===== src/hdl/ebad_consts.vh =====
/*
 * shared constants of the 8-bit arithmetic datapath: instruction fields,
 * operation codes, mapped control register addresses, status bit positions,
 * memory sizes and reset values.
 * assumes it is included by its bare name from the design files.
 */
`ifndef EBAD_CONSTS_VH
`define EBAD_CONSTS_VH

// ====================================================================
// memory geometry
`define EBAD_DATA_W 8
`define EBAD_INSTR_W 12
`define EBAD_IP_W 10
`define EBAD_ADDR_W 7
`define EBAD_PROG_WORDS_SMALL 512
`define EBAD_PROG_WORDS_LARGE 1024
`define EBAD_DATA_BYTES_SMALL 25
`define EBAD_DATA_BYTES_MID 41
`define EBAD_DATA_BYTES_LARGE 72
`define EBAD_MEM_DEPTH 72
`define EBAD_MEM_IDX_W 7

// ====================================================================
// instruction word fields
`define EBAD_OP_HI 11
`define EBAD_OP_LO 8
`define EBAD_DST_BIT 7
`define EBAD_ADR_HI 6
`define EBAD_LIT_HI 7

// ====================================================================
// operation codes
`define EBAD_OP_ADDF 4'h0
`define EBAD_OP_SUBF 4'h1
`define EBAD_OP_ANDF 4'h2
`define EBAD_OP_IORF 4'h3
`define EBAD_OP_XORF 4'h4
`define EBAD_OP_COM 4'h5
`define EBAD_OP_INC 4'h6
`define EBAD_OP_DEC 4'h7
`define EBAD_OP_RLC 4'h8
`define EBAD_OP_RRC 4'h9
`define EBAD_OP_SWAP 4'ha
`define EBAD_OP_CLR 4'hb
`define EBAD_OP_MOV 4'hc
`define EBAD_OP_ANDL 4'hd
`define EBAD_OP_IORL 4'he
`define EBAD_OP_MOVL 4'hf

// ====================================================================
// mapped control registers and storage window
`define EBAD_ADR_INDIRECT 7'h00
`define EBAD_ADR_IPTR 7'h01
`define EBAD_ADR_STATUS 7'h02
`define EBAD_ADR_SELECT 7'h03
`define EBAD_ADR_MEM_BASE 7'h04
`define EBAD_ADR_MEM_LAST 7'h4b

// ====================================================================
// status bit positions and reset values
`define EBAD_ST_CARRY 0
`define EBAD_ST_HALF 1
`define EBAD_ST_ZERO 2
`define EBAD_RST_STATUS 8'h00
`define EBAD_RST_W 8'h00
`define EBAD_RST_SELECT 8'h00
`define EBAD_RST_IP 10'h000

`endif


===== src/hdl/ebad_core.v =====
/*
 * 8-bit arithmetic datapath: working accumulator, status flags, mapped
 * control registers, indirect addressing and a two-stage pipeline.
 * assumes the sequencer returns the 12-bit word at o_fetch_addr in the same
 * cycle, flagged by i_instr_valid; the word offered while a pointer write
 * executes is dropped by the core itself, the cycle before o_flush pulses.
 */
// Operation
// - 8-bit add, subtract, shift and logic operations
// - arithmetic uses two's complement on bytes
// - two operands: accumulator plus register or literal
// - single operand: accumulator or data register
// - accumulator is internal, never at any address
// - flags updated per operation, else kept
// - subtraction carry and half carry mean no borrow, low on a borrow
// - control registers mapped, direct and indirect reachable
// - every operation but the three literal ones works on every register
// - 12-bit program words, 8-bit data bytes
// - 12-bit words, fetch overlaps execute
`timescale 1ns/1ps
`include "ebad_consts.vh"

module ebad_core (
	// clock and reset
	input wire i_mclk,
	input wire i_srst,
	// instruction stream from the sequencer
	input wire [`EBAD_INSTR_W-1:0] i_instr,
	input wire i_instr_valid,
	// fetch side
	output wire [`EBAD_IP_W-1:0] o_fetch_addr,
	output wire o_flush,
	// observed state
	output wire [`EBAD_DATA_W-1:0] o_w_value,
	output wire [`EBAD_DATA_W-1:0] o_status,
	output wire [`EBAD_DATA_W-1:0] o_result,
	output wire o_exec_done
);

	// ================================================================
	// arithmetic helper
	// returns {carry, half carry, sum}; used for add, subtract, inc, dec
	function [9:0] ebad_add;
		input [7:0] x;
		input [7:0] y;
		input cin;
		reg [4:0] lo;
		reg [4:0] hi;
		begin
			lo = {1'b0, x[3:0]} + {1'b0, y[3:0]} + {4'h0, cin};
			hi = {1'b0, x[7:4]} + {1'b0, y[7:4]} + {4'h0, lo[4]};
			ebad_add = {hi[4], lo[4], hi[3:0], lo[3:0]};
		end
	endfunction

	// ================================================================
	// architectural state
	reg [`EBAD_DATA_W-1:0] w_reg; // accumulator, no address of its own
	reg [`EBAD_DATA_W-1:0] status_reg; // flags plus spare bits
	reg [`EBAD_DATA_W-1:0] select_reg; // indirect pointer
	reg [`EBAD_IP_W-1:0] ip_reg; // next word to fetch
	// pipeline execute stage
	reg [`EBAD_INSTR_W-1:0] ex_instr_reg; // word in execute
	reg ex_valid_reg; // execute stage holds a word
	reg [`EBAD_ADDR_W-1:0] ex_addr_reg; // resolved operand address
	reg [`EBAD_IP_W-1:0] ex_ip_reg; // address of the executing word
	// registered outputs
	reg [`EBAD_DATA_W-1:0] result_reg; // last result
	reg exec_done_reg; // pulse per executed word
	reg flush_reg; // pulse on pointer write

	// ================================================================
	// memory interface
	wire [`EBAD_DATA_W-1:0] mem_rdata; // registered byte from storage
	reg mem_we; // storage write strobe
	reg [`EBAD_MEM_IDX_W-1:0] mem_widx; // storage write index
	reg [`EBAD_MEM_IDX_W-1:0] mem_ridx; // storage read index
	reg [`EBAD_ADDR_W-1:0] fetch_addr_eff; // operand address of incoming word

	// ================================================================
	// execute stage combinational results
	reg [`EBAD_DATA_W-1:0] fv; // file operand value
	reg [`EBAD_DATA_W-1:0] opnd; // single operand value
	reg [`EBAD_DATA_W-1:0] res; // alu result
	reg [9:0] sum; // adder output
	reg new_c; // carry value
	reg new_h; // half carry value
	reg upd_c; // carry affected
	reg upd_h; // half carry affected
	reg upd_z; // zero affected
	reg to_w; // result goes to accumulator
	reg to_f; // result goes to data register
	reg [`EBAD_DATA_W-1:0] w_next; // accumulator next value
	reg [`EBAD_DATA_W-1:0] status_next; // status next value
	reg [`EBAD_DATA_W-1:0] select_next; // pointer next value
	reg ip_write; // executed word redirects the fetch
	wire [3:0] ex_op; // operation code in execute
	wire ex_dst_f; // destination select in execute
	wire [`EBAD_DATA_W-1:0] ex_lit; // literal in execute
	wire [`EBAD_IP_W-1:0] ip_plus; // pointer of the following word

	assign ex_op = ex_instr_reg[`EBAD_OP_HI:`EBAD_OP_LO];
	assign ex_dst_f = ex_instr_reg[`EBAD_DST_BIT];
	assign ex_lit = ex_instr_reg[`EBAD_LIT_HI:0];
	assign ip_plus = ex_ip_reg + 10'h001;

	// ================================================================
	// operand read: mapped registers or storage bytes
	always @* begin
		fv = 8'h00;
		case (ex_addr_reg)
			`EBAD_ADR_INDIRECT: fv = 8'h00; // pointer aimed at itself reads zero
			`EBAD_ADR_IPTR: fv = ip_plus[7:0];
			`EBAD_ADR_STATUS: fv = status_reg;
			`EBAD_ADR_SELECT: fv = select_reg;
			default: begin
				// bytes past the storage window read as zero
				if (ex_addr_reg <= `EBAD_ADR_MEM_LAST) begin
					fv = mem_rdata;
				end
			end
		endcase
	end

	// ================================================================
	// alu: one case over every operation, no register is special
	always @* begin
		res = 8'h00;
		sum = 10'h000;
		new_c = 1'b0;
		new_h = 1'b0;
		upd_c = 1'b0;
		upd_h = 1'b0;
		upd_z = 1'b0;
		to_w = 1'b0;
		to_f = 1'b0;
		// single operand words work in place on w or the register
		opnd = ex_dst_f ? fv : w_reg;
		if (ex_valid_reg) begin
			// literal words always land in w, the rest follow the destination bit
			to_f = ex_dst_f && (ex_op < `EBAD_OP_ANDL);
			to_w = ~to_f;
			case (ex_op)
				`EBAD_OP_ADDF, `EBAD_OP_SUBF: begin
					// register minus w as register plus not w plus one;
					// carry low means a borrow happened
					if (ex_op == `EBAD_OP_ADDF) begin
						sum = ebad_add(fv, w_reg, 1'b0);
					end else begin
						sum = ebad_add(fv, ~w_reg, 1'b1);
					end
					res = sum[7:0];
					new_c = sum[9];
					new_h = sum[8];
					upd_c = 1'b1;
					upd_h = 1'b1;
					upd_z = 1'b1;
				end
				`EBAD_OP_ANDF, `EBAD_OP_IORF, `EBAD_OP_XORF: begin
					res = (ex_op == `EBAD_OP_ANDF) ? (fv & w_reg) :
						((ex_op == `EBAD_OP_IORF) ? (fv | w_reg) : (fv ^ w_reg));
					upd_z = 1'b1;
				end
				`EBAD_OP_COM: begin
					res = ~opnd;
					upd_z = 1'b1;
				end
				`EBAD_OP_INC, `EBAD_OP_DEC: begin
					// counting moves only the zero flag
					sum = ebad_add(opnd, (ex_op == `EBAD_OP_INC) ? 8'h00 : 8'hff, ex_op == `EBAD_OP_INC);
					res = sum[7:0];
					upd_z = 1'b1;
				end
				`EBAD_OP_RLC: begin
					// rotate left through carry
					res = {opnd[6:0], status_reg[`EBAD_ST_CARRY]};
					new_c = opnd[7];
					upd_c = 1'b1;
				end
				`EBAD_OP_RRC: begin
					// rotate right through carry
					res = {status_reg[`EBAD_ST_CARRY], opnd[7:1]};
					new_c = opnd[0];
					upd_c = 1'b1;
				end
				`EBAD_OP_SWAP: begin
					res = {opnd[3:0], opnd[7:4]};
				end
				`EBAD_OP_CLR: begin
					res = 8'h00;
					upd_z = 1'b1;
				end
				`EBAD_OP_MOV: begin
					// to register: store w, flags kept; to w: load, zero moves
					if (ex_dst_f) begin
						res = w_reg;
					end else begin
						res = fv;
						upd_z = 1'b1;
					end
				end
				`EBAD_OP_ANDL: begin
					res = w_reg & ex_lit;
					upd_z = 1'b1;
				end
				`EBAD_OP_IORL: begin
					res = w_reg | ex_lit;
					upd_z = 1'b1;
				end
				`EBAD_OP_MOVL: begin
					res = ex_lit;
				end
				default: begin
					res = 8'h00;
				end
			endcase
		end
	end

	// ================================================================
	// write back decode and next state
	always @* begin
		w_next = to_w ? res : w_reg;
		select_next = select_reg;
		status_next = status_reg;
		ip_write = 1'b0;
		mem_we = 1'b0;
		mem_widx = 7'h00;
		if (to_f) begin
			case (ex_addr_reg)
				`EBAD_ADR_INDIRECT: begin
					// writing through a pointer aimed at itself is dropped
				end
				`EBAD_ADR_IPTR: ip_write = 1'b1;
				`EBAD_ADR_STATUS: status_next = res;
				`EBAD_ADR_SELECT: select_next = res;
				default: begin
					if (ex_addr_reg <= `EBAD_ADR_MEM_LAST) begin
						mem_we = 1'b1;
						mem_widx = ex_addr_reg - `EBAD_ADR_MEM_BASE;
					end
				end
			endcase
		end
		// flag updates win over a plain write to the status byte
		status_next[`EBAD_ST_CARRY] = upd_c ? new_c : status_next[`EBAD_ST_CARRY];
		status_next[`EBAD_ST_HALF] = upd_h ? new_h : status_next[`EBAD_ST_HALF];
		status_next[`EBAD_ST_ZERO] = upd_z ? (res == 8'h00) : status_next[`EBAD_ST_ZERO];
	end

	// ================================================================
	// operand address of the incoming word, resolved against the pointer
	// that the executing word is about to leave behind
	always @* begin
		fetch_addr_eff = i_instr[`EBAD_ADR_HI:0];
		if (i_instr[`EBAD_ADR_HI:0] == `EBAD_ADR_INDIRECT) begin
			fetch_addr_eff = select_next[`EBAD_ADDR_W-1:0];
		end
		mem_ridx = 7'h00;
		if ((fetch_addr_eff >= `EBAD_ADR_MEM_BASE) && (fetch_addr_eff <= `EBAD_ADR_MEM_LAST)) begin
			mem_ridx = fetch_addr_eff - `EBAD_ADR_MEM_BASE;
		end
	end

	// ================================================================
	// state registers; the word fetched while a pointer write executes
	// is from the old path and is discarded, so a jump costs two cycles
	always @(posedge i_mclk) begin
		if (i_srst) begin
			w_reg <= `EBAD_RST_W;
			status_reg <= `EBAD_RST_STATUS;
			select_reg <= `EBAD_RST_SELECT;
			ip_reg <= `EBAD_RST_IP;
			ex_instr_reg <= 12'h000;
			ex_valid_reg <= 1'b0;
			ex_addr_reg <= 7'h00;
			ex_ip_reg <= `EBAD_RST_IP;
			result_reg <= 8'h00;
			exec_done_reg <= 1'b0;
			flush_reg <= 1'b0;
		end else begin
			w_reg <= w_next;
			status_reg <= status_next;
			select_reg <= select_next;
			exec_done_reg <= ex_valid_reg;
			flush_reg <= ip_write;
			if (ex_valid_reg) begin
				result_reg <= res;
			end
			if (ip_write) begin
				// pointer low byte loaded, page bits kept
				ip_reg <= {ex_ip_reg[9:8], res};
				ex_valid_reg <= 1'b0;
			end else if (i_instr_valid) begin
				// fetch of next word overlaps this execute
				ex_instr_reg <= i_instr;
				ex_addr_reg <= fetch_addr_eff;
				ex_ip_reg <= ip_reg;
				ex_valid_reg <= 1'b1;
				ip_reg <= ip_reg + 10'h001;
			end else begin
				ex_valid_reg <= 1'b0;
			end
		end
	end

	// ================================================================
	// data byte storage
	ebad_regfile u_regfile (
		.i_mclk(i_mclk),
		.i_we(mem_we),
		.i_waddr(mem_widx),
		.i_wdata(res),
		.i_raddr(mem_ridx),
		.o_rdata(mem_rdata)
	);

	// ================================================================
	// outputs, each straight from a flip-flop
	assign o_fetch_addr = ip_reg;
	assign o_flush = flush_reg;
	assign o_w_value = w_reg;
	assign o_status = status_reg;
	assign o_result = result_reg;
	assign o_exec_done = exec_done_reg;

endmodule // ebad_core


===== src/hdl/ebad_regfile.v =====
/*
 * general purpose data byte storage of the datapath.
 * assumes one write and one read per cycle; read data is registered and
 * a write to the address being read is passed straight through.
 */
`timescale 1ns/1ps
`include "ebad_consts.vh"

module ebad_regfile (
	// clock
	input wire i_mclk,
	// write port
	input wire i_we,
	input wire [`EBAD_MEM_IDX_W-1:0] i_waddr,
	input wire [`EBAD_DATA_W-1:0] i_wdata,
	// read port
	input wire [`EBAD_MEM_IDX_W-1:0] i_raddr,
	output wire [`EBAD_DATA_W-1:0] o_rdata
);

	// ================================================================
	// storage
	reg [`EBAD_DATA_W-1:0] mem [0:`EBAD_MEM_DEPTH-1]; // data bytes
	reg [`EBAD_DATA_W-1:0] rdata_reg; // registered read data

	// write first: the pipeline reads in the same cycle it writes back,
	// so the new byte must win or the next instruction sees stale data
	always @(posedge i_mclk) begin
		if (i_we) begin
			mem[i_waddr] <= i_wdata;
		end
		if (i_we && (i_waddr == i_raddr)) begin
			rdata_reg <= i_wdata;
		end else begin
			rdata_reg <= mem[i_raddr];
		end
	end

	assign o_rdata = rdata_reg;

endmodule // ebad_regfile


===== config.mk =====
export PLATFORM = sky130hd
export DESIGN_NAME = ebad_core
export DESIGN_NICKNAME = d
export VERILOG_FILES = /design/src/hdl/ebad_core.v /design/src/hdl/ebad_regfile.v
export VERILOG_INCLUDE_DIRS = /design/src /design/src/hdl
export SDC_FILE = /design/constraint.sdc
export NUM_CORES = 1
export LEC_CHECK = 0
export BUFFER_PORTS_ARGS = -buffer_cell sky130_fd_sc_hd__buf_2
export CELL_PAD_IN_SITES_DETAIL_PLACEMENT = 1
export CELL_PAD_IN_SITES_GLOBAL_PLACEMENT = 1
export CORE_UTILIZATION = 40
export DETAILED_ROUTE_END_ITERATION = 12
export PLACE_DENSITY_LB_ADDON = 0.1
export SETUP_SLACK_MARGIN = 0.02
export SLEW_MARGIN = 20
export SYNTH_ARGS = -nofsm -noshare
export SYNTH_HDL_FRONTEND = slang
export SYNTH_SLANG_ARGS = --single-unit

===== constraint.sdc =====
create_clock -name i_mclk -period 12.2 [get_ports i_mclk]
set_input_delay 1.22 -clock i_mclk [delete_from_list [all_inputs] [get_ports i_mclk]]
set_output_delay 1.22 -clock i_mclk [all_outputs]
set_load 0.02 [all_outputs]

==> results.sh, run 1 <==
export IMPL_outcome="completed"
export IMPL_drive_gt1_share_pct=16.3
export IMPL_syn_area_um2=29000
export IMPL_die_area_um2=73700
export IMPL_synth_top_area_share_pct=59.6
export IMPL_antenna_found_initial=0
export IMPL_grt_max_degree=96
export IMPL_hp_class="reg -> reg"
export IMPL_post_cts_buffers=0
export IMPL_wl_per_cell_um=29.0
export IMPL_worst_path_max_fanout=40
export IMPL_crit_buf_inv=6
export IMPL_grt_use_met3_pct=3.13
export IMPL_cts_tree="done"
export IMPL_gp_congestion=0.902
export IMPL_h_tree_depth=3
export IMPL_grt_overflow_total=0
export IMPL_critPathMostFrequentCell="inv_1"
export IMPL_wl_mm=87.6
export IMPL_setup_slack_ps=4390
export IMPL_p_total_mw=5.44
export IMPL_ant_nets=0
export IMPL_slew_headroom_pct=21.1
export IMPL_max_freq_ghz=0.128
export IMPL_use_met1_pct=32.8
export IMPL_synth_distinct_cells=92
export IMPL_hold_ws_ps=458
export IMPL_leakage_nw=10.6
export IMPL_worstPathRequired_ps=12670
export IMPL_firstDrtPassIters=6
export IMPL_crit_path_end_kind="flop"
export IMPL_antenna_cells_inserted=0
export IMPL_slew_viol_final=0
export IMPL_multiInputGateArea_um2=9340
export IMPL_largest_reg_flops=576
export IMPL_cp_top_family="compound AO/OA/AOI/OAI gates"
export IMPL_coreArea_um2=71600
export IMPL_syn_area_per_cell_um2=14.8
export IMPL_synth_compound_area_share_pct=9.00
export IMPL_synth_most_common_cell="edfxtp_1"
export IMPL_io_pins=51
export IMPL_syn_inst=1957
export IMPL_hold_viol=0
export IMPL_drc=0
export IMPL_clk_pin_slew_ps=60
export IMPL_drt_iter0_drc=1389
export IMPL_synth_top_flop_cell="edfxtp_1"
export IMPL_avgViaCountPerCell=5.81
export IMPL_max_stage_delay_ps=970
export IMPL_place_ws_ps=4060
export IMPL_cp_slowest_cell="a2111oi_1"
export IMPL_fin_crit_sh_pct=64.0
export IMPL_synthArstFlopShare_pct=0
export IMPL_clock_sinks=657
export IMPL_synth_common_cells="edfxtp_1, nor2_1, nand2_1"
export IMPL_area_sequential_um2=18900
export IMPL_grtUsageTotal_pct=23.9
export IMPL_cts_resized=0
export IMPL_grt_met2_usage_pct=39.2
export IMPL_die_width_um=271
export IMPL_fp_dieH_um=271
export IMPL_clkLatencyLatePin_ps=630
export IMPL_rsz0062_at_grt="no"
export IMPL_hpwl_mm=57.9
export IMPL_areaGrowthSynthToFinish_pct=12.0
export IMPL_grt_pass1_wl_mm=128
export IMPL_maxCapViolCount=0
export IMPL_finalCriticalPeriod_ps=7810
export IMPL_start_kind="flop"
export IMPL_io_buffer_count=50
export IMPL_synth_edf_count=576
export IMPL_synth_area_leader_cell="edfxtp_1"
export IMPL_hold_buffers=0
export IMPL_root_buffer="clkbuf_16"
export IMPL_synth_simple_area_share_pct=7.60
export IMPL_synthAdderAreaFrac_pct=2.21
export IMPL_vias=17500
export IMPL_worst_pin_slew_ps=1180
export IMPL_ys_ff_latch=657
export IMPL_numCtsBuffers=74
export IMPL_top_usage_layer="met2"
export IMPL_tns_ps=0
export IMPL_cts_max_path_buffers=3
export IMPL_synth_top_family_by_area="multiplexers"
export IMPL_final_nets=2070
export IMPL_path_class="reg -> reg"
export IMPL_num_rows=98
export IMPL_cp_cell_sequence="buf_4 -> nor2b_1 -> buf_4 -> a22oi_1 -> a21oi_1 -> a2111oi_1 -> a211oi_1 -> o21ai_0 -> inv_1 -> fa_1 -> inv_1 -> a21o_1 -> a21oi_1 -> fa_1 -> inv_1 -> fa_1 -> inv_1 -> mux2i_1 -> o21ai_0 -> a311o_1 -> nand2_1 -> nor4_1 -> and3_1 -> nor3_1"
export IMPL_synthMuxAreaShare_pct=12.4
export IMPL_dpl_cell_count=2882
export IMPL_synth_seq_area_share_pct=65.1
export IMPL_synth_xor_area_share_pct=0.724
export IMPL_fillers=7069
export IMPL_critPathArrivalTime_ps=8280
export IMPL_synth_area_leaders="edfxtp_1, mux4_2, dfxtp_1"
export IMPL_layout_cells_non_filler=3017
export IMPL_ir_drop_v=0.000130
export IMPL_yosysWarnings=0
export IMPL_powerDensity_nw_per_um2=167
export IMPL_synth_net_count=2018
export IMPL_setup_viol=0
export IMPL_grt_pass1_vias=18200
export IMPL_fin_worst_skew_ps=28.2
export IMPL_start_util_pct=40.6
[path summary, 6_finish.rpt]
path,from,to,slack [ps],depth (start not counted)
worst max-delay path,flop,flop,4390,24
worst min-delay path,ex_ip_reg[9]$_SDFFE_PP0P_,ex_ip_reg[9]$_SDFFE_PP0P_,460,2
worst max register to register,flop,flop,4390,24
worst min register to register,ex_ip_reg[9]$_SDFFE_PP0P_,ex_ip_reg[9]$_SDFFE_PP0P_,460,2
[power by group]
part	total [mW]	switching [mW]	internal, mW	leakage, nW
registers	2.54	0.0342	2.50	5.90
logic	0.729	0.490	0.239	3.59
clock network	2.17	0.911	1.26	1.15
[cell families (layout without fill, tap and decap cells)]
kind of cell,after synthesis,after routing
AO/OA/AOI/OAI,361,361
AND/OR/NAND/NOR,475,475
XOR/XNOR,24,24
adder cells (fa/ha/maj),46,46
multiplexers,241,241
flip-flops,657,657
buffers and inverters,153,263
[metal layers]
metal	wire [um]	share of wire, %
met1	39400	45
met2	42400	48
met3	3380	3.9
met4	2390	2.7
met5	0	0
[cell usage in the layout, fill, tap and decap left out, types with 7 or more instances in the layout]
master,count
edfxtp_1,576
nor2_1,186
nand2_1,131
mux2i_1,121
a21oi_1,98
mux4_2,85
dfxtp_1,77
clkbuf_16,74
a22oi_1,67
buf_2,50
inv_1,40
ha_1,37
buf_4,34
a211oi_1,33
o21ai_0,27
nand3_1,24
nor3_1,23
mux2_2,19
nor2b_1,18
clkinv_1,17
nand2b_1,16
clkbuf_1,15
xor2_1,14
a21o_1,13
a221oi_1,12
nand4_1,11
clkinv_2,11
and2_1,10
o211ai_1,10
and3_1,10
xnor2_1,10
mux2_1,9
a31oi_1,9
fa_1,9
o311ai_0,7
o22ai_1,7
nor4_1,7
[final cells by class]
cell class | instances | share of cell area, %
Clock buffer | 92 | 5.96
Clock inverter | 42 | 1.26
Inverter | 43 | 0.496
Multi-Input combinational cell | 1147 | 28.7
Sequential cell | 657 | 58.2
Tap cell | 950 | 3.66
Timing Repair Buffer | 86 | 1.70
[stage by stage]
stage	util [%]	cell area, um^2
after floorplan	-	29000
after global placement	42.1	30100
after detailed placement	42.1	30100
after CTS	45.4	32500
after global routing	45.4	32500
final	45.4	32500
[worst register-to-register path, cell delays in order (launching register included)]
cell       delay [ps]
dfxtp_4           650
buf_4             740
nor2b_1           200
buf_4             250
a22oi_1           200
a21oi_1            90
a2111oi_1         970
a211oi_1          180
o21ai_0           580
inv_1             220
fa_1              430
inv_1              70
a21o_1            130
a21oi_1           110
fa_1              400
inv_1             100
fa_1              420
inv_1              70
mux2i_1            70
o21ai_0           600
a311o_1           260
nand2_1            70
nor4_1            370
and3_1            400
nor3_1             90
No activity file was read; power rests on OpenSTA's default activity.
==> run 2: changes to the inputs <==
--- a/config.mk
+++ b/config.mk
@@ -6,6 +6,7 @@
 export SDC_FILE = /design/constraint.sdc
 export NUM_CORES = 1
 export LEC_CHECK = 0
+export ABC_AREA = 1
 export BUFFER_PORTS_ARGS = -buffer_cell sky130_fd_sc_hd__buf_2
 export CELL_PAD_IN_SITES_DETAIL_PLACEMENT = 1
 export CELL_PAD_IN_SITES_GLOBAL_PLACEMENT = 1
==> constraint.sdc (replaced) <==
create_clock -name i_mclk -period 6.75 [get_ports i_mclk]
set_input_delay 0.675 -clock i_mclk [delete_from_list [all_inputs] [get_ports i_mclk]]
set_output_delay 0.675 -clock i_mclk [all_outputs]
set_load 0.02 [all_outputs]
==> results.sh, run 2 <==
export IMPL_outcome="completed"
export IMPL_max_stage_delay_ps=610
export IMPL_dpl_cell_count=3805
export IMPL_grt_pass1_wl_mm=143
export IMPL_firstDrtPassIters=5
export IMPL_tns_ps=0
export IMPL_grt_overflow_total=0
export IMPL_worst_hold_startpoint="i_instr[10]"
export IMPL_clk_pin_slew_ps=60
export IMPL_grt_max_degree=103
export IMPL_cts_tree="done"
export IMPL_hpwl_mm=61.2
export IMPL_clkLatencyLatePin_ps=610
export IMPL_largest_reg_flops=576
export IMPL_vias=21800
export IMPL_slew_headroom_pct=17.4
export IMPL_syn_inst=2893
export IMPL_mostFrequentLayoutCells="nand2_1, edfxtp_1, nand3_1"
export IMPL_top_usage_layer="met2"
export IMPL_use_met1_pct=35.8
export IMPL_synth_most_common_cell="nand2_1"
export IMPL_sw_frac_of_total_pct=26.1
export IMPL_drive_gt1_share_pct=8.60
export IMPL_critPathMostFrequentCell="nand2_1"
export IMPL_gp_congestion=0.952
export IMPL_power_frac_comb_pct=11.5
export IMPL_wl_mm=94.4
export IMPL_num_rows=98
export IMPL_powerDensity_nw_per_um2=288
export IMPL_drc=0
export IMPL_fillers=8018
export IMPL_fin_crit_sh_pct=91.1
export IMPL_synthArstFlopShare_pct=0
export IMPL_avgViaCountPerCell=5.54
export IMPL_synth_distinct_cells=49
export IMPL_ir_drop_v=0.000186
export IMPL_utilization_pct=45.8
export IMPL_antenna_cells_inserted=0
export IMPL_areaGrowthSynthToFinish_pct=12.5
export IMPL_slew_viol_final=0
export IMPL_final_common_cell="nand2_1"
export IMPL_synth_top_flop_cell="edfxtp_1"
export IMPL_hp_class="in -> reg"
export IMPL_wl_per_cell_um=24.0
export IMPL_maxCapViolCount=0
export IMPL_finalCriticalPeriod_ps=6150
export IMPL_placed_area_um2=30700
export IMPL_rsz0062_at_grt="no"
export IMPL_final_nets=2992
export IMPL_fin_area_um2=33000
export IMPL_yosysWarnings=0
export IMPL_p_sw_mw=2.48
export IMPL_synth_area_leader_cell="edfxtp_1"
export IMPL_layout_cells_non_filler=3938
export IMPL_setup_viol=0
export IMPL_hold_buffers=0
export IMPL_grtUsageTotal_pct=25.6
export IMPL_fp_dieH_um=273
export IMPL_antenna_found_initial=0
export IMPL_worstPathRequired_ps=7240
export IMPL_syn_area_per_cell_um2=10.1
export IMPL_start_kind="flop"
export IMPL_cts_max_path_buffers=3
export IMPL_hold_viol=0
export IMPL_synth_seq_area_share_pct=64.4
export IMPL_area_sequential_um2=18900
export IMPL_grt_met2_usage_pct=41.0
export IMPL_synth_net_count=2954
export IMPL_seq_power_share_pct=47.6
export IMPL_synth_common_cells="nand2_1, edfxtp_1, nand3_1"
export IMPL_grt_pass1_vias=22800
export IMPL_p_total_mw=9.50
export IMPL_grt_use_met3_pct=3.62
export IMPL_path_class="reg -> reg"
export IMPL_synth_top_area_share_pct=58.9
export IMPL_fin_worst_skew_ps=19.4
export IMPL_post_cts_buffers=0
export IMPL_crit_path_end_kind="flop"
export IMPL_syn_area_um2=29400
export IMPL_root_buffer="clkbuf_16"
export IMPL_synth_edf_count=576
export IMPL_worst_pin_slew_ps=1240
export IMPL_cp_slowest_cell="fa_1"
export IMPL_drt_iter0_drc=1815
export IMPL_pwr_share_clk_pct=41.0
export IMPL_io_pins=51
export IMPL_leakage_nw=12.3
export IMPL_clock_sinks=657
export IMPL_critPathArrivalTime_ps=6640
export IMPL_io_buffer_count=50
export IMPL_coreArea_um2=72100
export IMPL_multiInputGateArea_um2=9060
export IMPL_numCtsBuffers=74
export IMPL_worst_path_max_fanout=85
export IMPL_ant_nets=0
export IMPL_cts_resized=0
export IMPL_start_util_pct=40.7
export IMPL_ys_ff_latch=657
export IMPL_max_freq_ghz=0.163
export IMPL_die_area_um2=74500
export IMPL_h_tree_depth=3
export IMPL_die_width_um=273
export IMPL_p_int_mw=7.03
export IMPL_synth_area_leaders="edfxtp_1, nand2_1, nand3_1"
[run 2: cell types whose count changed after synthesis, sizes merged, moves of 16 or more]
| cell | change |
|---|---|
| o21ai | +87 |
| inv | +111 |
| nor2b | -18 |
| nor2 | +29 |
| nand3 | +486 |
| nand2b | -16 |
| nand2 | +723 |
| a211oi | -30 |
| buf | +50 |
| mux4 | -90 |
| a221oi | -16 |
| a22oi | -64 |
| mux2i | -121 |
| mux2 | -30 |
[run 2: metrics by stage]
step                      hold WS [ps]  setup WS [ps]
after global placement             458            639
after floorplan                    451           1780
after global routing               353            110
after detailed placement           462            616
final                              361            603
after CTS                          327            513
[run 2: per-layer routing]
metal  routed length, um  share of wire [%]
met1               43300                 46
met2               44200                 47
met3                4450                4.7
met4                2450                2.6
met5                   0                  0
[run 2: final timing paths]
kind | cells after the start | end | slack (ps)
min | 3 | ex_instr_reg[10]$_SDFFE_PP0P_ | 360
max reg2reg | 34 | flop | 600
min reg2reg | 2 | o_result[0]$_SDFFE_PP0P_ | 470
max | 34 | flop | 600
[run 2: worst max-delay path, delay by kind of cell, from the launching register on]
family          cells  cell delay, ps
simple gates       24            2940
fa+ha+maj           3            1430
buf+inv             4             680
compound gates      3             340
flops               1             530
[run 2: cell type report]
cell class                      instances  area share (%)
Clock buffer                          104            6.46
Clock inverter                         29           0.576
Inverter                              156            1.81
Multi-Input combinational cell       1935            27.4
Sequential cell                       657            57.3
Tap cell                              950            3.60
Timing Repair Buffer                  107            2.85
[run 2: logic make-up (layout without fill, tap and decap cells)]
| logic type | after synthesis | in the layout | share of synthesized area, % |
|---|---|---|---|
| adder cells (fa/ha/maj) | 46 | 46 | 2.19 |
| flip-flops | 657 | 657 | 64.4 |
| buffers and inverters | 301 | 396 | 4.71 |
| AO/OA/AOI/OAI | 274 | 274 | 5.24 |
| XOR/XNOR | 13 | 13 | 0.388 |
| AND/OR/NAND/NOR | 1602 | 1602 | 23.0 |
[run 2: power groups by stage]
stage | registers [mW] | logic, mW | clock network, mW
finish | 4.52 | 1.09 | 3.89
floorplan | 4.59 | 0.664 | 0
global placement | 4.61 | 1.07 | 0
global route | 4.52 | 1.20 | 4.12
detailed placement | 4.61 | 1.09 | 0
CTS | 4.52 | 1.09 | 3.97
